## config.mk

```make
export PLATFORM = sky130hd
export DESIGN_NAME = sub_dec_skip_unit
export DESIGN_NICKNAME = d
export VERILOG_FILES = /design/src/hw/alu_pkg.sv /design/src/hw/sub_borrow_calc.sv /design/src/hw/sub_dec_skip_unit.sv
export SDC_FILE = /design/constraint.sdc
export NUM_CORES = 1
export LEC_CHECK = 0
export ABC_AREA = 1
export BUFFER_PORTS_ARGS = -buffer_cell sky130_fd_sc_hd__buf_2
export CAP_MARGIN = 20
export CORE_ASPECT_RATIO = 0.6
export CORE_MARGIN = 2
export CORE_UTILIZATION = 50
export CTS_BUF_LIST = sky130_fd_sc_hd__clkbuf_4 sky130_fd_sc_hd__clkbuf_8
export CTS_CLUSTER_DIAMETER = 200
export DETAILED_ROUTE_END_ITERATION = 8
export PLACE_DENSITY = 0.78
export SLEW_MARGIN = 20
export SYNTH_ARGS = -nofsm -noshare
export SYNTH_HDL_FRONTEND = slang
export SYNTH_HIERARCHICAL = 1
export SYNTH_SLANG_ARGS = --single-unit
```

## constraint.sdc

```tcl
create_clock -name sys_clk -period 2.6 [get_ports sys_clk]
set_input_delay 0.39 -clock sys_clk [delete_from_list [all_inputs] [get_ports sys_clk]]
set_output_delay 0.39 -clock sys_clk [all_outputs]
set_load 0.01 [all_outputs]
```

## src/hw/alu_pkg.sv

```systemverilog
// constants and types shared by the subtract and decrement-skip datapath
// Notes on behaviour
// [RL1] subtract with borrow: memory byte becomes accumulator minus byte minus inverted carry
// [RL2] after subtract with borrow, carry is 0 for a negative result, else 1
// [RL3] subtract with borrow updates overflow, zero, half carry, carry, signed, chained zero
// [RL4] memory decrement stores byte minus one; a zero result skips the next instruction
// [RL5] a non-zero decremented memory byte lets the next instruction run normally
// [RL6] each decrement-skip instruction occupies two instruction cycles, second is a dummy
// [RL7] accumulator decrement loads byte minus one, memory byte left untouched
// [RL8] accumulator decrement skips the next instruction when the loaded value is zero
// [RL9] both decrement forms leave every status flag unchanged
package alu_pkg;

  localparam int DATA_W = 8;
  localparam int SIGN_BIT = 7;
  localparam int NIBBLE_W = 4;
  localparam int NUM_FLAGS = 6;
  localparam int REG_ADDR_W = 2;

  // status flag bit positions
  localparam int FLAG_C = 0;
  localparam int FLAG_AC = 1;
  localparam int FLAG_Z = 2;
  localparam int FLAG_OV = 3;
  localparam int FLAG_SC = 4;
  localparam int FLAG_CZ = 5;

  // register offsets on the plain register port
  localparam logic [REG_ADDR_W-1:0] REG_ACC = 2'h0;
  localparam logic [REG_ADDR_W-1:0] REG_STATUS = 2'h1;
  localparam logic [REG_ADDR_W-1:0] REG_RESULT = 2'h2;
  localparam logic [REG_ADDR_W-1:0] REG_EXEC = 2'h3;

  // execution readback field positions
  localparam int EXEC_STATE_LSB = 0;
  localparam int EXEC_BUSY_BIT = 2;
  localparam int EXEC_SKIP_BIT = 3;

  // reset values
  localparam logic [DATA_W-1:0] ACC_RESET = 8'h00;
  localparam logic [NUM_FLAGS-1:0] STATUS_RESET = 6'h00;
  localparam logic [DATA_W-1:0] RESULT_RESET = 8'h00;
  localparam logic [DATA_W-1:0] BYTE_ZERO = 8'h00;
  localparam logic [DATA_W-1:0] BYTE_ONE = 8'h01;

  typedef enum logic [1:0] {
    OP_SUB_BORROW_MEM = 2'h0,
    OP_DECREMENT_MEM_SKIP_ZERO = 2'h1,
    OP_DECREMENT_TO_ACC_SKIP_ZERO = 2'h2,
    OP_UNUSED = 2'h3
  } op_t;

  // gray codes along idle, fetch, execute, dummy
  typedef enum logic [1:0] {
    ST_IDLE = 2'b00,
    ST_FETCH = 2'b01,
    ST_EXEC = 2'b11,
    ST_DUMMY = 2'b10
  } exec_state_t;

endpackage

```

## src/hw/sub_borrow_calc.sv

```systemverilog
// combinational subtract-with-borrow and its six status flags
`timescale 1ns/1ps
`default_nettype none
module sub_borrow_calc
  import alu_pkg::*;
(
  // operands
  input wire logic [DATA_W-1:0] minuend,
  input wire logic [DATA_W-1:0] subtrahend,
  input wire logic carry_in,
  input wire logic zero_in,
  // results
  output logic [DATA_W-1:0] result,
  output logic [NUM_FLAGS-1:0] flags
);

  logic [DATA_W:0] full_sum;
  logic [NIBBLE_W:0] low_sum;
  logic overflow;

  // a - b - !c is a + ~b + c; carry out set means no borrow
  always_comb begin
    full_sum = {1'b0, minuend} + {1'b0, ~subtrahend}
      + {{DATA_W{1'b0}}, carry_in}; // RL1
    low_sum = {1'b0, minuend[NIBBLE_W-1:0]}
      + {1'b0, ~subtrahend[NIBBLE_W-1:0]}
      + {{NIBBLE_W{1'b0}}, carry_in};
    result = full_sum[DATA_W-1:0];
    overflow = (minuend[SIGN_BIT] != subtrahend[SIGN_BIT])
      && (result[SIGN_BIT] != minuend[SIGN_BIT]);
    flags = '0;
    flags[FLAG_C] = full_sum[DATA_W]; // RL2
    flags[FLAG_AC] = low_sum[NIBBLE_W]; // RL3
    flags[FLAG_Z] = (result == BYTE_ZERO); // RL3
    flags[FLAG_OV] = overflow; // RL3
    flags[FLAG_SC] = result[SIGN_BIT] ^ overflow; // RL3
    // chained zero ANDs this byte's zero test with the zero flag left by the previous subtract
    flags[FLAG_CZ] = (result == BYTE_ZERO) && zero_in; // RL3
  end

endmodule
`default_nettype wire

```

## src/hw/sub_dec_skip_unit.sv

```systemverilog
// datapath for subtract-with-borrow and the two decrement-skip instructions
//
// Design decisions made here: the plain strobed port and the placing of the registers.
`timescale 1ns/1ps
`default_nettype none
module sub_dec_skip_unit
  import alu_pkg::*;
#(
  parameter int MEM_ADDR_W = 8
) (
  // clock, reset, enable
  input wire logic sys_clk,
  input wire logic rst,
  input wire logic ce,
  // instruction issue from the sequencer
  input wire logic issue_valid,
  input wire logic [1:0] issue_op,
  input wire logic [MEM_ADDR_W-1:0] issue_addr,
  output logic busy_q,
  output logic done_q,
  output logic skip_q,
  output logic dummy_cycle_q,
  // data memory
  output logic mem_rd_en_q,
  output logic mem_wr_en_q,
  output logic [MEM_ADDR_W-1:0] mem_addr_q,
  output logic [DATA_W-1:0] mem_wdata_q,
  input wire logic [DATA_W-1:0] mem_rdata,
  // architectural state
  output logic [DATA_W-1:0] acc_q,
  output logic [NUM_FLAGS-1:0] flags_q,
  // register port
  input wire logic [REG_ADDR_W-1:0] reg_addr,
  input wire logic [DATA_W-1:0] reg_wdata,
  input wire logic reg_wr,
  input wire logic reg_rd,
  output logic [DATA_W-1:0] reg_rdata_q
);

  function automatic logic is_zero(input logic [DATA_W-1:0] v);
    return v == BYTE_ZERO;
  endfunction

  function automatic logic is_dec(input op_t op);
    return op == OP_DECREMENT_MEM_SKIP_ZERO
      || op == OP_DECREMENT_TO_ACC_SKIP_ZERO;
  endfunction

  exec_state_t state_q;
  exec_state_t state_d;
  op_t op_q;
  logic [DATA_W-1:0] result_q;
  logic last_skip_q;
  logic [DATA_W-1:0] sub_result;
  logic [NUM_FLAGS-1:0] sub_flags;
  logic [DATA_W-1:0] dec_result;
  logic in_exec;
  logic accept;

  sub_borrow_calc u_calc (
    .minuend(acc_q),
    .subtrahend(mem_rdata),
    .carry_in(flags_q[FLAG_C]),
    .zero_in(flags_q[FLAG_Z]),
    .result(sub_result),
    .flags(sub_flags)
  );

  assign dec_result = mem_rdata - BYTE_ONE;
  assign in_exec = ce && (state_q == ST_EXEC);
  assign accept = ce && (state_q == ST_IDLE) && issue_valid
    && (op_t'(issue_op) != OP_UNUSED);

  // sequencing: fetch operand, execute, then a dummy slot for both decrement-skip forms, skip or not
  always_comb begin
    state_d = state_q;
    unique case (state_q)
      ST_IDLE: begin
        if (accept) begin
          state_d = ST_FETCH;
        end
      end
      ST_FETCH: begin
        state_d = ST_EXEC;
      end
      ST_EXEC: begin
        state_d = is_dec(op_q) ? ST_DUMMY : ST_IDLE; // RL6
      end
      ST_DUMMY: begin
        state_d = ST_IDLE;
      end
    endcase
  end

  always_ff @(posedge sys_clk) begin
    if (rst) begin
      state_q <= ST_IDLE;
    end else if (ce) begin
      state_q <= state_d;
    end
  end

  // instruction capture and memory read request
  always_ff @(posedge sys_clk) begin
    if (rst) begin
      op_q <= OP_SUB_BORROW_MEM;
      mem_addr_q <= '0;
      mem_rd_en_q <= 1'b0;
    end else if (ce) begin
      mem_rd_en_q <= accept;
      if (accept) begin
        op_q <= op_t'(issue_op);
        mem_addr_q <= issue_addr;
      end
    end
  end

  // handshake outputs toward the sequencer
  always_ff @(posedge sys_clk) begin
    if (rst) begin
      busy_q <= 1'b0;
      done_q <= 1'b0;
      dummy_cycle_q <= 1'b0;
    end else if (ce) begin
      busy_q <= state_d != ST_IDLE;
      done_q <= (state_q != ST_IDLE) && (state_d == ST_IDLE);
      dummy_cycle_q <= state_d == ST_DUMMY; // RL6
    end
  end

  // skip decision, one pulse as the dummy slot begins
  always_ff @(posedge sys_clk) begin
    if (rst) begin
      skip_q <= 1'b0;
      last_skip_q <= 1'b0;
    end else if (ce) begin
      skip_q <= 1'b0;
      if (state_q == ST_EXEC) begin
        skip_q <= is_dec(op_q) && is_zero(dec_result); // RL4 RL5 RL8
        last_skip_q <= is_dec(op_q) && is_zero(dec_result);
      end
    end
  end

  // memory write-back
  always_ff @(posedge sys_clk) begin
    if (rst) begin
      mem_wr_en_q <= 1'b0;
      mem_wdata_q <= BYTE_ZERO;
    end else if (ce) begin
      mem_wr_en_q <= 1'b0;
      if (state_q == ST_EXEC) begin
        unique case (op_q)
          OP_SUB_BORROW_MEM: begin
            mem_wr_en_q <= 1'b1; // RL1
            mem_wdata_q <= sub_result; // RL1
          end
          OP_DECREMENT_MEM_SKIP_ZERO: begin
            mem_wr_en_q <= 1'b1; // RL4
            mem_wdata_q <= dec_result; // RL4
          end
          default: begin
            // accumulator form leaves memory alone
            mem_wr_en_q <= 1'b0; // RL7
          end
        endcase
      end
    end
  end

  // accumulator: software write while idle, decrement-to-acc result
  always_ff @(posedge sys_clk) begin
    if (rst) begin
      acc_q <= ACC_RESET;
    end else if (ce) begin
      if (state_q == ST_EXEC
          && op_q == OP_DECREMENT_TO_ACC_SKIP_ZERO) begin
        acc_q <= dec_result; // RL7
      end else if (state_q == ST_IDLE && reg_wr
                   && reg_addr == REG_ACC) begin
        acc_q <= reg_wdata;
      end
    end
  end

  // status flags: software write while idle, otherwise only subtract with borrow changes them
  always_ff @(posedge sys_clk) begin
    if (rst) begin
      flags_q <= STATUS_RESET;
    end else if (ce) begin
      if (state_q == ST_EXEC && op_q == OP_SUB_BORROW_MEM) begin // RL9
        flags_q <= sub_flags; // RL2 RL3
      end else if (state_q == ST_IDLE && reg_wr
                   && reg_addr == REG_STATUS) begin
        flags_q <= reg_wdata[NUM_FLAGS-1:0];
      end
      // decrement forms fall through here untouched
    end
  end

  // last computed byte for readback
  always_ff @(posedge sys_clk) begin
    if (rst) begin
      result_q <= RESULT_RESET;
    end else if (ce && state_q == ST_EXEC) begin
      unique case (op_q)
        OP_SUB_BORROW_MEM: result_q <= sub_result;
        default: result_q <= dec_result;
      endcase
    end
  end

  // register readback, valid only in the cycle after the read strobe
  always_ff @(posedge sys_clk) begin
    if (rst) begin
      reg_rdata_q <= BYTE_ZERO;
    end else if (ce) begin
      reg_rdata_q <= BYTE_ZERO;
      if (reg_rd) begin
        unique case (reg_addr)
          REG_ACC: reg_rdata_q <= acc_q;
          REG_STATUS: reg_rdata_q <= {{(DATA_W-NUM_FLAGS){1'b0}}, flags_q};
          REG_RESULT: reg_rdata_q <= result_q;
          REG_EXEC: begin
            reg_rdata_q <= BYTE_ZERO;
            reg_rdata_q[EXEC_STATE_LSB +: 2] <= state_q;
            reg_rdata_q[EXEC_BUSY_BIT] <= busy_q;
            reg_rdata_q[EXEC_SKIP_BIT] <= last_skip_q;
          end
        endcase
      end
    end
  end
endmodule
`default_nettype wire

```

==> results of run 1 <==
kinds of logic after synthesis:
family          count (synthesis)
simple gates                  194
compound gates                135
buf+inv                        91
flops                          57
fa+ha+maj                      15
xor+xnor                        1
Yosys cell counts (all sizes together):
cell / instances / area share [%]
a211oi: 2 / 0.61
a21oi: 71 / 11
a22o: 1 / 0.27
a31o: 1 / 0.27
a31oi: 2 / 0.38
buf: 8 / 1.3
clkbuf: 8 / 0.91
clkinv: 3 / 0.50
dfxtp: 57 / 35
fa: 3 / 1.8
ha: 12 / 4.6
inv: 72 / 8.2
nand2: 128 / 16
nand3: 28 / 4.9
nand3b: 1 / 0.23
nand4: 4 / 0.76
nor2: 32 / 3.9
o2111ai: 1 / 0.27
o211ai: 4 / 0.91
o21ai: 52 / 8.0
o21bai: 1 / 0.23
or2: 1 / 0.27
xor2: 1 / 0.27
how the worst max path moves through the flow:
stage / depth (start not counted) / startpoint / endpoint / slack (ps)
detailed placement: 21 / mem_rdata[4] / flags_q[2]$_SDFFE_PP0P_ / -190
global route: 19 / acc_q[0]$_SDFFE_PP0P_ / flags_q[2]$_SDFFE_PP0P_ / -190
CTS: 19 / acc_q[2]$_SDFFE_PP0P_ / flags_q[2]$_SDFFE_PP0P_ / 4
finish: 19 / acc_q[0]$_SDFFE_PP0P_ / flags_q[5]$_SDFFE_PP0P_ / -10
floorplan: 19 / acc_q[0]$_SDFFE_PP0P_ / flags_q[5]$_SDFFE_PP0P_ / 7
global placement: 21 / mem_rdata[4] / flags_q[2]$_SDFFE_PP0P_ / -110
sequential cells by signal, summed over array words and instances (netlist names):
signal / count
acc_q: 8
busy_q: 1
done_q: 1
dummy_cycle_q: 1
flags_q: 6
last_skip_q: 1
mem_addr_q: 8
mem_rd_en_q: 1
mem_wdata_q: 8
mem_wr_en_q: 1
op_q: 2
reg_rdata_q: 8
result_q: 8
skip_q: 1
state_q: 2
worst min-delay path, stage by stage:
cell     delay (ps)
buf_2            70
o21ai_0          70
a21oi_1         100
per-stage QoR:
| stage | std cells | setup slack, ps | TNS, ps | hold slack [ps] |
|---|---|---|---|---|
| 4_1_cts | 678 | 4.23 | 0 | 307 |
| 6_report | 680 | -9.77 | -9.77 | 316 |
| 3_3_place_gp | 662 | -112 | -238 | 428 |
| 3_5_place_dp | 662 | -186 | -456 | 435 |
| 2_1_floorplan | 493 | 7.00 | 0 | 442 |
| 5_1_grt | 680 | -186 | -394 | 345 |
what timing repair did:
item | CTS | global route
resized for setup | 2 | 18
setup buffers | 0 | 2
endpoints found under the setup margin | 2 | 3
pin swaps | 2 | 12
power groups by stage:
| stage | Sequential (W) | Clock [W] | Combinational [W] |
|---|---|---|---|
| finish | 0.000925 | 0.000832 | 0.000391 |
| CTS | 0.000925 | 0.000840 | 0.000374 |
| detailed placement | 0.000945 | 0 | 0.000372 |
| global placement | 0.000943 | 0 | 0.000367 |
| global route | 0.000928 | 0.000879 | 0.000431 |
| floorplan | 0.000952 | 0 | 0.000214 |
metal layers:
metal,track usage [%],routed length (um),vias to the layer above
met5,0,0,-
met4,7.53,96,0
met3,8.32,1130,10
met2,42.0,4220,182
met1,46.5,5070,1676
li1,-,-,1797
layout make-up:
cell class                      count  share of cell area (%)
Sequential cell                    57                    27.5
Timing Repair Buffer              103                    13.9
Clock inverter                      7                    1.70
Tap cell                           84                    2.51
Multi-Input combinational cell    345                    44.7
Inverter                           75                    6.84
Clock buffer                        9                    2.96
==> flow_metrics.py, run 1 <==
metrics = {
    "setup_path": {
        "crit_buf_inv": 2,
        "crit_fanout": 2,
        "required_ps": 2890,
        "reg2reg_from": "acc_q[0]$_SDFFE_PP0P_",
        "cp_data_arrival_time_ps": 2900,
        "r2r_slack_ps": -10,
        "endpoint_kind": "flip-flop",
        "reg2reg_depth": 19,
        "crit_path_top_delay_cell": "fa_1",
        "timing.rr.end": "flags_q[5]$_SDFFE_PP0P_",
        "crit_path_frequent_cell": "nand3_2",
        "critPathLaunchType": "flip-flop",
        "path_delay_family": "simple AND/OR/NAND/NOR gates",
        "crit_path_max_incr_delay_ps": 550,
        "cp_cell_sequence": "inv_2 -> fa_2 -> inv_2 -> nand2_2 -> nand3_2 -> nand2_2 -> nand2_2 -> a21oi_2 -> fa_1 -> nand3_2 -> nor2_2 -> nand3_2 -> nor2_2 -> nand3_2 -> nor2_2 -> nand3_1 -> nand2_1 -> o21ai_1 -> nor2_1",
        "path_class": "flip-flop to flip-flop",
    },
    "hold_path": {
        "hold_path_depth": 3,
        "hp-start": "issue_addr[0]",
        "worst_hold_path.endpoint": "mem_addr_q[0]$_SDFFE_PP0P_",
        "hold_class": "primary input to flip-flop",
    },
    "yosys": {
        "synth_cell_type_count": 35,
        "synth_compound_area_share_pct": 22.1,
        "synth_xor_area_share_pct": 0.267,
        "synth_top_family_by_area": "simple AND/OR/NAND/NOR gates",
        "synth_cells": 493,
        "syn_area_per_cell_sq_um": 6.66,
        "ys_warn_count": 6,
        "synthMuxAreaShare_pct": 0,
        "yosysSeqAreaShare_pct": 34.7,
        "ys_seq_elements": 57,
        "synth_fa_ha_area_share_pct": 6.40,
        "synth.net_count": 542,
        "synth-simple-area-share_pct": 25.6,
        "synth_area_sq_um": 3280,
    },
    "floorplan": {
        "ios": 78,
        "die_area_sq_um": 7250,
        "initial_core_util_pct": 52.8,
        "die_h_um": 66.8,
        "die_w_um": 109,
        "fp-row-count": 22,
        "core_sq_um": 6220,
    },
    "pwr": {
        "p_int_w": 0.00148,
        "seqPwrFrac_pct": 43.1,
        "powerDensity_nw_per_um2": 513,
        "power_frac_clock_pct": 38.7,
        "pwr-share-comb_pct": 18.2,
        "p_switching_w": 0.000666,
        "power.leakage_nw": 2.07,
        "peakVddDrop_mv": 0.394,
        "swShare_pct": 31.0,
        "power_w": 0.00215,
    },
    "sta": {
        "worst_slew_pin_slew_ps": 451,
        "finalCriticalPeriod_ps": 2610,
        "rsz0062_at_grt": "true",
        "slew_headroom_pct": 69.7,
        "postLayoutSetupSlackWorst_ps": -9.77,
        "max_freq_mhz": 383,
        "timing.final.crit_share_pct": 100,
        "worst_clock_skew_ps": 9.83,
        "report.final.hold_viol_count": 0,
        "drv_slew": 0,
        "finalSetupViolCount": 1,
    },
    "route": {
        "drt-wirelength-per-cell_um": 15.5,
        "first_iter_violations": 331,
        "avgViaCountPerCell": 5.39,
        "routed_wl_um": 10500,
        "vias": 3665,
        "ant_nets": 0,
        "remaining_drc_errors": 0,
        "dr.pass1.iters": 5,
    },
    "layout": {
        "final_area_sq_um": 4190,
        "diodes": 0,
        "layout.nets": 640,
        "fillerInstances": 593,
        "seq_area_sq_um": 1150,
        "layout_common_cells": "nand2_1 (115), buf_2 (77), a21oi_1 (68)",
        "multi_input_area_sq_um": 1870,
        "final_common_cell": "nand2_1",
        "fin_util_pct": 67.3,
        "area_delta_synth_final_pct": 27.5,
        "drive_above_1_share_pct": 28.0,
    },
    "clocking": {
        "cts_tree": "built",
        "clk_pin_slew_ps": 70,
        "clock-sinks": 57,
        "cts_buffers": 9,
        "clockBufferDepth": 2,
        "postCtsHoldBufs": 0,
        "root_buffer": "clkbuf_8",
        "h-tree-depth": 3,
        "clk-insertion-delay-late_ps": 350,
    },
    "run_status": {
        "violations": "setup timing",
        "status": "finished, violations left",
    },
    "flow_run": {
        "max_cap_viol_count": 0,
    },
    "place": {
        "numPortBuffers": 77,
        "gp_congestion": 0.899,
        "dpl.hpwl_um": 8340,
        "dpl_cell_area_sq_um": 3930,
    },
    "grt": {
        "antenna_found_initial": 0,
        "grt_max_degree": 39,
        "overflow": 0,
        "grt_pass1_vias": 3243,
        "grt_pass1_wl_um": 16300,
        "grt_usage_pct": 30.7,
    },
}
Note: power is estimated with default switching activity, not from simulation.
==> run 2, diff against run 1 <==
--- a/config.mk
+++ b/config.mk
@@ -6,7 +6,6 @@
 export NUM_CORES = 1
 export LEC_CHECK = 0
 export ABC_AREA = 1
-export BUFFER_PORTS_ARGS = -buffer_cell sky130_fd_sc_hd__buf_2
 export CAP_MARGIN = 20
 export CORE_ASPECT_RATIO = 0.6
 export CORE_MARGIN = 2
@@ -14,7 +13,8 @@
 export CTS_BUF_LIST = sky130_fd_sc_hd__clkbuf_4 sky130_fd_sc_hd__clkbuf_8
 export CTS_CLUSTER_DIAMETER = 200
 export DETAILED_ROUTE_END_ITERATION = 8
-export PLACE_DENSITY = 0.78
+export DONT_BUFFER_PORTS = 1
+export PLACE_DENSITY = 0.68
 export SLEW_MARGIN = 20
 export SYNTH_ARGS = -nofsm -noshare
 export SYNTH_HDL_FRONTEND = slang
==> flow_metrics.py, run 2 (same netlist as run 1, synthesis figures left out) <==
metrics = {
    "route": {
        "vias": 3382,
        "avgViaCountPerCell": 5.58,
        "remaining_drc_errors": 0,
        "dr.pass1.iters": 7,
        "ant_nets": 0,
        "routed_wl_um": 10400,
        "drt-wirelength-per-cell_um": 17.2,
        "first_iter_violations": 353,
    },
    "sta": {
        "max_freq_mhz": 377,
        "finalCriticalPeriod_ps": 2650,
        "slew_headroom_pct": 47.3,
        "rsz0062_at_grt": "true",
        "worst_slew_pin_slew_ps": 789,
        "postLayoutSetupSlackWorst_ps": -49.6,
        "worst_clock_skew_ps": 7.06,
        "drv_slew": 0,
        "finalSetupViolCount": 2,
        "report.final.hold_viol_count": 0,
        "timing.final.crit_share_pct": 102,
    },
    "pwr": {
        "powerDensity_nw_per_um2": 574,
        "power.leakage_nw": 1.73,
        "peakVddDrop_mv": 0.332,
    },
    "setup_path": {
        "critPathLaunchType": "flip-flop",
        "path_delay_family": "simple AND/OR/NAND/NOR gates",
        "path_class": "flip-flop to flip-flop",
        "crit_fanout": 2,
        "cp_cell_sequence": "inv_2 -> fa_2 -> inv_2 -> nand2_2 -> nand3_2 -> nand2_2 -> nand2_2 -> a21oi_2 -> fa_1 -> nand3_1 -> nor2_2 -> nand3_1 -> nor2_2 -> nand3_2 -> nor2_2 -> nand3_1 -> nand2_1 -> o21ai_1 -> nor2_1",
        "required_ps": 2880,
        "endpoint_kind": "flip-flop",
        "crit_path_max_incr_delay_ps": 530,
        "crit_buf_inv": 2,
        "cp_data_arrival_time_ps": 2930,
        "crit_path_top_delay_cell": "fa_1",
    },
    "run_status": {
        "violations": "setup timing",
        "status": "finished, violations left",
    },
    "layout": {
        "layout.nets": 566,
        "drive_above_1_share_pct": 18.4,
        "fin_util_pct": 62.0,
        "final_common_cell": "nand2_1",
        "final_area_sq_um": 3860,
        "layout_common_cells": "nand2_1 (112), a21oi_1 (67), inv_1 (66)",
        "area_delta_synth_final_pct": 17.4,
        "fillerInstances": 590,
        "diodes": 0,
    },
    "grt": {
        "grt_max_degree": 40,
        "overflow": 0,
        "grt-busiest-layer": "met1",
        "antenna_found_initial": 0,
        "grt_usage_pct": 29.8,
        "use_met1_pct": 44.9,
        "use_met2_pct": 42.7,
        "grt_pass1_vias": 3077,
        "use_met3_pct": 8.02,
        "grt_pass1_wl_um": 16100,
    },
    "clocking": {
        "cts_buffers": 9,
        "root_buffer": "clkbuf_8",
        "h-tree-depth": 3,
        "clockBufferDepth": 2,
        "postCtsHoldBufs": 0,
        "clock-sinks": 57,
        "cts_tree": "built",
        "clk-insertion-delay-late_ps": 340,
        "clk_pin_slew_ps": 70,
    },
    "floorplan": {
        "die_w_um": 109,
        "die_h_um": 66.8,
        "ios": 78,
        "core_sq_um": 6220,
        "initial_core_util_pct": 52.8,
        "die_area_sq_um": 7250,
        "fp-row-count": 22,
    },
    "flow_run": {
        "max_cap_viol_count": 0,
    },
    "place": {
        "dpl.hpwl_um": 7950,
        "gp_congestion": 0.926,
        "dpl_cell_area_sq_um": 3490,
        "numPortBuffers": 0,
        "dp_slack_ps": -83.4,
    },
    "hold_path": {
        "hold_class": "primary input to flip-flop",
    },
}
[run 2: changes by cell type in the layout (fill, tap and decap cells not counted), sizes merged]
cell	delta
inv	+1
buf	-74
clkinvlp	-2
bufinv	+1
[run 2: worst reg2reg max path, cell delays in order (launching register included)]
cell     delay, ps
dfxtp_2        340
inv_2           40
fa_2           390
inv_2           80
nand2_2         60
nand3_2         70
nand2_2         60
nand2_2         80
a21oi_2         50
fa_1           530
nand3_1         90
nor2_2         100
nand3_1         90
nor2_2         100
nand3_2         90
nor2_2         110
nand3_1         70
nand2_1         60
o21ai_1         60
nor2_1         130
[run 2: stage by stage]
stage               power [W]  std cells  TNS, ps  hold slack [ps]
CTS                   0.00221        603        0             93.1
floorplan             0.00117        493        0              442
global route          0.00230        606     -470             97.0
detailed placement    0.00125        579     -151              463
global placement      0.00125        579    -35.3              462
finish                0.00221        606    -58.8              109
[run 2: timing repair]
item / 4_1_cts / 5_1_grt
pin swaps: 9 / 26
buffers inserted: 8 / 5
gates resized for setup: 9 / 15
endpoints found under the setup margin: 2 / 3
[run 2: power breakdown]
| group | internal, W | leakage [nW] | switching [W] |
|---|---|---|---|
| registers | 0.000902 | 0.466 | 0.0000356 |
| clock network | 0.000547 | 0.110 | 0.000411 |
| logic | 0.000112 | 1.16 | 0.000207 |
| total | 0.00156 | 1.73 | 0.000653 |
[run 2: worst paths after layout]
kind / from / endpoint / slack, ps / cells after the start
setup / recovery: acc_q[0]$_SDFFE_PP0P_ / flags_q[5]$_SDFFE_PP0P_ / -50 / 19
hold / removal: rst / reg_rdata_q[4]$_SDFFE_PP0P_ / 110 / 1
setup reg to reg: acc_q[0]$_SDFFE_PP0P_ / flags_q[5]$_SDFFE_PP0P_ / -50 / 19
hold reg to reg: last_skip_q$_SDFFE_PP0P_ / last_skip_q$_SDFFE_PP0P_ / 480 / 2
[run 2: cell type report]
class	count	area (sq um)	share of cell area, %
clock inverter	7	103	2.66
sequential	57	1150	29.8
timing repair buffer	29	218	5.64
inverter	75	287	7.43
tap	84	105	2.72
clock buffer	9	124	3.21
multi-input combinational	345	1870	48.5
[run 2: layer usage]
layer | wire (um) | part of all wire [%]
met2 | 4120 | 40
met1 | 5000 | 48
met5 | 0 | 0
met4 | 53 | 0.51
met3 | 1260 | 12
